### config.mk
export PLATFORM = sky130hd
export DESIGN_NAME = timer8_waveform
export DESIGN_NICKNAME = d
export VERILOG_FILES = /design/src/design/timer8_pkg.sv /design/src/design/timer8_waveform.sv /design/src/design/timer8_prescaler.sv
export SDC_FILE = /design/constraint.sdc
export NUM_CORES = 1
export LEC_CHECK = 0
export ABC_CLOCK_PERIOD_IN_PS = 6000
export BUFFER_PORTS_ARGS = -buffer_cell sky130_fd_sc_hd__buf_2
export CAP_MARGIN = 10
export CORE_UTILIZATION = 43
export CTS_CLUSTER_SIZE = 12
export DETAILED_ROUTE_END_ITERATION = 10
export SETUP_SLACK_MARGIN = 0.2
export SLEW_MARGIN = 20
export SYNTH_ARGS = -nofsm -noshare
export SYNTH_HDL_FRONTEND = slang
export SYNTH_SLANG_ARGS = --single-unit
### constraint.sdc
create_clock -name i_clk_sys -period 6 [get_ports i_clk_sys]
set_clock_uncertainty 0.15 [all_clocks]
set_input_delay 0.9 -clock i_clk_sys [delete_from_list [all_inputs] [get_ports i_clk_sys]]
set_output_delay 0.9 -clock i_clk_sys [all_outputs]
set_load 0.01 [all_outputs]
### src/design/timer8_pkg.sv
// Purpose: shared constants and types of the 8-bit waveform timer
// Assumes: single clock domain, timer tick is a clock enable
// Notes: mode and action codes follow the control field encodings
package timer8_pkg;

	typedef enum logic [1:0] {
		MODE_NORMAL = 2'b00,
		MODE_PHASE_PWM = 2'b01,
		MODE_CLEAR_ON_COMPARE = 2'b10,
		MODE_FAST_PWM = 2'b11
	} waveform_mode_t;

	typedef enum logic [1:0] {
		ACT_NONE = 2'b00,
		ACT_TOGGLE = 2'b01,
		ACT_CLEAR = 2'b10,
		ACT_SET = 2'b11
	} output_action_t;

	typedef enum logic {
		DIR_UP = 1'b0,
		DIR_DOWN = 1'b1
	} direction_t;

	localparam logic [7:0] COUNT_MAX = 8'hff;
	localparam logic [7:0] COUNT_BOTTOM = 8'h00;
	localparam logic [7:0] COUNT_STEP = 8'h01;
	localparam logic [7:0] COMPARE_RESET = 8'h00;
	localparam logic OUTPUT_RESET = 1'b0;

	localparam int PRESCALE_W = 10;
	localparam logic [9:0] PRESCALE_STEP = 10'h001;
	localparam logic [9:0] PRESCALE_RESET = 10'h000;
	localparam logic [2:0] SEL_STOP = 3'h0;
	localparam logic [2:0] SEL_DIV1 = 3'h1;
	localparam logic [2:0] SEL_DIV8 = 3'h2;
	localparam logic [2:0] SEL_DIV32 = 3'h3;
	localparam logic [2:0] SEL_DIV64 = 3'h4;
	localparam logic [2:0] SEL_DIV128 = 3'h5;
	localparam logic [2:0] SEL_DIV256 = 3'h6;
	localparam logic [2:0] SEL_DIV1024 = 3'h7;
	localparam logic [9:0] MASK_DIV1 = 10'h000;
	localparam logic [9:0] MASK_DIV8 = 10'h007;
	localparam logic [9:0] MASK_DIV32 = 10'h01f;
	localparam logic [9:0] MASK_DIV64 = 10'h03f;
	localparam logic [9:0] MASK_DIV128 = 10'h07f;
	localparam logic [9:0] MASK_DIV256 = 10'h0ff;
	localparam logic [9:0] MASK_DIV1024 = 10'h3ff;

endpackage

### src/design/timer8_waveform.sv
// Purpose: counter, flags and compare output of an 8-bit waveform timer
// Assumes: software strobes are one-cycle pulses synchronous to i_clk_sys
// Notes: all outputs registered; count write has priority over counting
`timescale 1ns/1ps

module timer8_waveform import timer8_pkg::*; (
	input wire logic i_clk_sys,
	input wire logic i_nrst,
	input wire logic [1:0] i_waveform_mode_select,
	input wire logic [1:0] i_compare_output_action,
	input wire logic [2:0] i_clock_prescale_select,
	input wire logic i_count_write,
	input wire logic [7:0] i_count_wdata,
	input wire logic i_compare_write,
	input wire logic [7:0] i_compare_wdata,
	input wire logic i_overflow_clear,
	input wire logic i_compare_flag_clear,
	output logic [7:0] o_count_value,
	output logic [7:0] o_compare_value,
	output logic o_overflow_flag,
	output logic o_compare_match_flag,
	output logic o_compare_output
);

	waveform_mode_t mode;
	output_action_t action;
	logic tick;

	logic [7:0] count_value;
	logic [7:0] next_count_value;
	direction_t direction;
	direction_t next_direction;
	logic match_block;
	logic next_match_block;

	logic [7:0] compare_value;
	logic [7:0] next_compare_value;
	logic [7:0] compare_buffer;
	logic [7:0] next_compare_buffer;

	logic overflow_flag;
	logic next_overflow_flag;
	logic compare_match_flag;
	logic next_compare_match_flag;
	logic match_pending;
	logic next_match_pending;
	logic compare_output;
	logic next_compare_output;

	logic pwm_mode;
	logic at_max;
	logic at_bottom;
	logic match;
	logic overflow_event;

	assign mode = waveform_mode_t'(i_waveform_mode_select);
	assign action = output_action_t'(i_compare_output_action);

	timer8_prescaler prescaler (
		.i_clk_sys(i_clk_sys),
		.i_nrst(i_nrst),
		.i_clock_prescale_select(i_clock_prescale_select),
		.o_tick(tick)
	);

	// counter unit
	always_comb begin
		pwm_mode = (mode == MODE_FAST_PWM) || (mode == MODE_PHASE_PWM);
		at_max = (count_value == COUNT_MAX);
		at_bottom = (count_value == COUNT_BOTTOM);
		match = (count_value == compare_value) && !match_block;
		next_count_value = count_value;
		next_direction = direction;
		next_match_block = match_block;
		if (i_count_write) begin
			next_count_value = i_count_wdata;
			next_match_block = 1'b1;
		end else if (tick) begin
			next_match_block = 1'b0;
			unique case (mode)
				MODE_NORMAL: begin
					next_count_value = count_value + COUNT_STEP;
					next_direction = DIR_UP;
				end
				MODE_CLEAR_ON_COMPARE: begin
					next_direction = DIR_UP;
					if (match) begin
						next_count_value = COUNT_BOTTOM;
					end else begin
						next_count_value = count_value + COUNT_STEP;
					end
				end
				MODE_FAST_PWM: begin
					next_direction = DIR_UP;
					if (at_max) begin
						next_count_value = COUNT_BOTTOM;
					end else begin
						next_count_value = count_value + COUNT_STEP;
					end
				end
				MODE_PHASE_PWM: begin
					// turn-around points each held one tick: 510-tick period
					if (at_max) begin
						next_direction = DIR_DOWN;
						next_count_value = count_value - COUNT_STEP;
					end else if (at_bottom) begin
						next_direction = DIR_UP;
						next_count_value = count_value + COUNT_STEP;
					end else if (direction == DIR_UP) begin
						next_count_value = count_value + COUNT_STEP;
					end else begin
						next_count_value = count_value - COUNT_STEP;
					end
				end
			endcase
		end
	end

	always_ff @(posedge i_clk_sys or negedge i_nrst) begin
		if (!i_nrst) begin
			count_value <= COUNT_BOTTOM;
			direction <= DIR_UP;
			match_block <= 1'b0;
		end else begin
			count_value <= next_count_value;
			direction <= next_direction;
			match_block <= next_match_block;
		end
	end

	// compare value, direct or double buffered
	always_comb begin
		next_compare_buffer = compare_buffer;
		next_compare_value = compare_value;
		if (i_compare_write) begin
			next_compare_buffer = i_compare_wdata;
		end
		if (!pwm_mode) begin
			if (i_compare_write) begin
				next_compare_value = i_compare_wdata;
			end
		end else if (tick && !i_count_write && at_max) begin
			// fast: just before bottom; phase: at top
			next_compare_value = compare_buffer;
		end
	end

	always_ff @(posedge i_clk_sys or negedge i_nrst) begin
		if (!i_nrst) begin
			compare_buffer <= COMPARE_RESET;
			compare_value <= COMPARE_RESET;
		end else begin
			compare_buffer <= next_compare_buffer;
			compare_value <= next_compare_value;
		end
	end

	// flags: hardware set wins over a clear in the same cycle
	always_comb begin
		overflow_event = 1'b0;
		if (tick && !i_count_write) begin
			unique case (mode)
				MODE_NORMAL: overflow_event = at_max;
				// a clear by a match at max also passes max to zero
				MODE_CLEAR_ON_COMPARE: overflow_event = at_max;
				MODE_FAST_PWM: overflow_event = at_max;
				MODE_PHASE_PWM: overflow_event = at_bottom && (direction == DIR_DOWN);
			endcase
		end
		next_overflow_flag = overflow_flag;
		if (i_overflow_clear) begin
			next_overflow_flag = 1'b0;
		end
		if (overflow_event) begin
			next_overflow_flag = 1'b1;
		end
		next_match_pending = match_pending;
		next_compare_match_flag = compare_match_flag;
		if (i_compare_flag_clear) begin
			next_compare_match_flag = 1'b0;
		end
		if (tick) begin
			next_match_pending = match && !i_count_write;
			if (match_pending) begin
				next_compare_match_flag = 1'b1;
			end
		end
	end

	always_ff @(posedge i_clk_sys or negedge i_nrst) begin
		if (!i_nrst) begin
			overflow_flag <= 1'b0;
			compare_match_flag <= 1'b0;
			match_pending <= 1'b0;
		end else begin
			overflow_flag <= next_overflow_flag;
			compare_match_flag <= next_compare_match_flag;
			match_pending <= next_match_pending;
		end
	end

	// waveform generator
	always_comb begin
		next_compare_output = compare_output;
		if (tick && !i_count_write) begin
			unique case (mode)
				MODE_NORMAL, MODE_CLEAR_ON_COMPARE: begin
					if (match) begin
						unique case (action)
							ACT_NONE: next_compare_output = compare_output;
							ACT_TOGGLE: next_compare_output = !compare_output;
							ACT_CLEAR: next_compare_output = 1'b0;
							ACT_SET: next_compare_output = 1'b1;
						endcase
					end
				end
				MODE_FAST_PWM: begin
					if (action == ACT_TOGGLE) begin
						if (match) begin
							next_compare_output = !compare_output;
						end
					end else if (action != ACT_NONE) begin
						// bottom action wins so compare at max gives a flat level
						if (at_max) begin
							next_compare_output = (action == ACT_CLEAR);
						end else if (match) begin
							next_compare_output = (action == ACT_SET);
						end
					end
				end
				MODE_PHASE_PWM: begin
					if (action == ACT_CLEAR || action == ACT_SET) begin
						if (at_max) begin
							// compare at max keeps the down-match level
							if (match) begin
								next_compare_output = (action == ACT_CLEAR);
							end else begin
								next_compare_output = (action == ACT_SET);
							end
						end else if (match) begin
							if (direction == DIR_UP || at_bottom) begin
								next_compare_output = (action == ACT_SET);
							end else begin
								next_compare_output = (action == ACT_CLEAR);
							end
						end
					end
				end
			endcase
		end
	end

	always_ff @(posedge i_clk_sys or negedge i_nrst) begin
		if (!i_nrst) begin
			compare_output <= OUTPUT_RESET;
		end else begin
			compare_output <= next_compare_output;
		end
	end

	assign o_count_value = count_value;
	assign o_compare_value = compare_value;
	assign o_overflow_flag = overflow_flag;
	assign o_compare_match_flag = compare_match_flag;
	assign o_compare_output = compare_output;
endmodule

### src/design/timer8_prescaler.sv
// Purpose: timer clock enable from the system clock by a selectable divide
// Assumes: select is steady while counting; changes take effect at once
// Notes: tick is registered; a one-cycle pulse, held high every clock at divide by 1
`timescale 1ns/1ps
module timer8_prescaler import timer8_pkg::*; (
	input wire logic i_clk_sys,
	input wire logic i_nrst,
	input wire logic [2:0] i_clock_prescale_select,
	output logic o_tick
);

	logic [PRESCALE_W-1:0] div_count;
	logic [PRESCALE_W-1:0] next_div_count;
	logic [PRESCALE_W-1:0] div_mask;
	logic next_tick;

	always_comb begin
		unique case (i_clock_prescale_select)
			SEL_STOP: div_mask = MASK_DIV1;
			SEL_DIV1: div_mask = MASK_DIV1;
			SEL_DIV8: div_mask = MASK_DIV8;
			SEL_DIV32: div_mask = MASK_DIV32;
			SEL_DIV64: div_mask = MASK_DIV64;
			SEL_DIV128: div_mask = MASK_DIV128;
			SEL_DIV256: div_mask = MASK_DIV256;
			SEL_DIV1024: div_mask = MASK_DIV1024;
		endcase
		next_div_count = div_count + PRESCALE_STEP;
		// one tick every mask+1 clocks, none when stopped
		next_tick = (i_clock_prescale_select != SEL_STOP) && ((div_count & div_mask) == div_mask);
	end

	always_ff @(posedge i_clk_sys or negedge i_nrst) begin
		if (!i_nrst) begin
			div_count <= PRESCALE_RESET;
			o_tick <= 1'b0;
		end else begin
			div_count <= next_div_count;
			o_tick <= next_tick;
		end
	end

endmodule

==> impl_metrics.yaml <==
yosys:
  syn_avg_cell_area_um2: 9.90
  synth_edf_count: 0
  yosysTopAreaCell: "dfrtp_1"
  yosysSeqAreaShare_pct: 40.7
  synthCells: 255
  synth_cell_types: 58
  synthFlopType: "dfrtp_1"
  async_reset_ff_share_pct: 100
  synth_area_um2: 2520
  synth_fp_nets: 287
  ys_warn_count: 0
  ys_top_cells_by_area: "dfrtp_1 41%, xor2_1 5.9%, mux2i_1 4.4%"
  synth_top_area_share_pct: 40.7
  ys_ff_latch: 41
setup_path:
  crit_path_start_kind: "input port"
  arrival_ps: 2480
  cp_data_required_time_ps: 6030
  criticalPathCategory: "input port to register"
  cpPeakStageDelay_ps: 380
  cp_max_fo: 18
  end_kind: "register"
  crit_path_top_delay_cell: "nor2_2"
  crit_family: "simple AND/OR/NAND/NOR gates"
  worst-path-buf-inv: 2
  crit_chain: "buf_2 -> inv_1 -> nor2_2 -> nand2_2 -> nand3_4 -> o22ai_1 -> a221o_1"
timing:
  min_period_ps: 2450
  slew_viol_final: 0
  slew_headroom_pct: 40.5
  setup_violations: 0
  max_freq_mhz: 409
  setup_slack_ps: 3550
  final_hold_viol_count: 0
  worst_slew_pin_slew_ps: 893
  finalSetupTns_ps: 0
  period_share_pct: 40.8
  rsz0062_at_grt: "false"
drt:
  ant_nets: 0
  drc: 0
  wl_um: 5310
  drtIter0Drc: 110
  vias_per_cell: 5.45
  via_count: 1988
  wl_per_cell_um: 14.6
  first_pass_iters: 4
final_layout:
  final_nets: 325
  final_common_cell: "buf_2"
  final_area_um2: 2840
  fill_cells: 556
  regArea_um2: 1030
  mostFrequentLayoutCells: "47 x buf_2, 41 x dfrtp_1, 24 x nor2_1, 17 x xor2_1, 17 x a21oi_1"
  utilization_pct: 51.0
  layout.cells.non_filler: 365
  diodes: 0
  multi_input_area_um2: 1350
  drive_gt1_share_pct: 27.0
  syn_to_final_growth_pct: 12.5
placed_design:
  placedCellCount: 358
  hpwl_um: 3850
  placed_area_um2: 2750
  place_ws_ps: 3240
  port_buffers: 47
  place.gp.congestion: 0.758
run_status:
  status: "finished clean"
global_route:
  grt_pass1_vias: 1921
  antenna_found_initial: 0
  gr-total-overflow: 0
  grtUsageTotal_pct: 19.0
  grt_pass1_wl_um: 9250
  grt_max_degree: 42
floorplan:
  num_rows: 27
  die_w_um: 78.6
  core_area_um2: 5570
  die_area_um2: 6180
  io_pins: 48
  dieHeight_um: 78.6
  initial_utilization_pct: 45.3
clocking:
  ctsRootBufferMaster: "clkbuf_8"
  cts_setup_buffers: 0
  clk-insertion-delay-late_ps: 290
  numClockSinks: 41
  cts_tree: "done"
  htreeDepth: 2
  cts_buffers: 5
  clockBufferDepth: 2
  cts_resized: 0
  path_clk_slew_ps: 80
  cts_hold_buffers: 0
power_and_ir_drop:
  power_density_nw_per_um2: 233
  max-vdd-ir-drop_mv: 0.153
  p_leak_nw: 1.23
flow_run:
  drv_cap: 0
hold_path:
  hold_path.class: "register to register"
[worst paths after layout]
check | from | to | slack [ps] | depth (start not counted)
setup / recovery | i_waveform_mode_select[0] | o_count_value[4] | 3550 | 7
hold reg to reg | prescaler.div_count[0] | prescaler.div_count[0] | 330 | 1
setup reg to reg | o_count_value[2] | o_count_value[6] | 3730 | 5
min in group asynchronous | i_nrst | o_count_value[1] | 570 | 1
hold / removal | prescaler.div_count[0] | prescaler.div_count[0] | 330 | 1
max in group asynchronous | i_nrst | compare_buffer[6] | 4560 | 1
[flip-flops by register name, indices dropped and copies added, names as in the netlist]
name                  count
o_compare_value           8
prescaler.o_tick          1
match_block               1
o_count_value             8
match_pending             1
o_overflow_flag           1
compare_buffer            8
direction                 1
o_compare_output          1
prescaler.div_count      10
o_compare_match_flag      1
[metrics by stage]
step                total power [mW]  hold slack (ps)
floorplan                      0.439              292
global placement               0.482              314
detailed placement             0.484              321
CTS                            0.672              333
global route                   0.702              360
finish                         0.663              332
[metal layers]
metal | GRT usage, % | part of all wire [%] | vias up
met2 | 30.5 | 48 | 37
li1 | - | - | 984
met4 | 6.48 | 1.2 | 0
met3 | 3.95 | 4.0 | 8
met1 | 25.3 | 47 | 959
met5 | 0 | 0 | -
[area by class of cell]
class,instances,area share (%)
sequential,41,36.1
clock inverter,1,0.264
multi-input combinational,186,47.7
timing repair buffer,47,8.28
inverter,12,1.59
clock buffer,6,2.91
tap,72,3.17
[cell usage after synthesis (3+ instances only)]
cell	count
a21oi_1	17
and3_1	3
buf_2	4
buf_6	4
clkbuf_1	7
dfrtp_1	41
ha_1	3
inv_1	11
mux2_2	9
mux2i_1	11
nand2_1	14
nand3_1	13
nand4_1	4
nor2_1	24
nor3_1	5
o211a_1	3
o21ai_0	5
o22ai_1	4
xnor2_1	7
xor2_1	17
[cell families (layout without fill, tap and decap cells)]
logic type	Yosys count	count (layout)	share of synthesized area [%]
AO/OA/AOI/OAI	56	56	16.7
XOR/XNOR	25	25	8.97
multiplexers	20	20	8.38
AND/OR/NAND/NOR	82	82	18.1
adder cells (fa/ha/maj)	3	3	1.49
buffers and inverters	28	66	5.70
flip-flops	41	41	40.7
[report_power, final]
group / internal [mW] / total, mW / switching, mW
combinational: 0.0654 / 0.141 / 0.0759
sequential: 0.298 / 0.336 / 0.0382
clock: 0.0910 / 0.186 / 0.0951
Power figures use the tool's default switching activity.
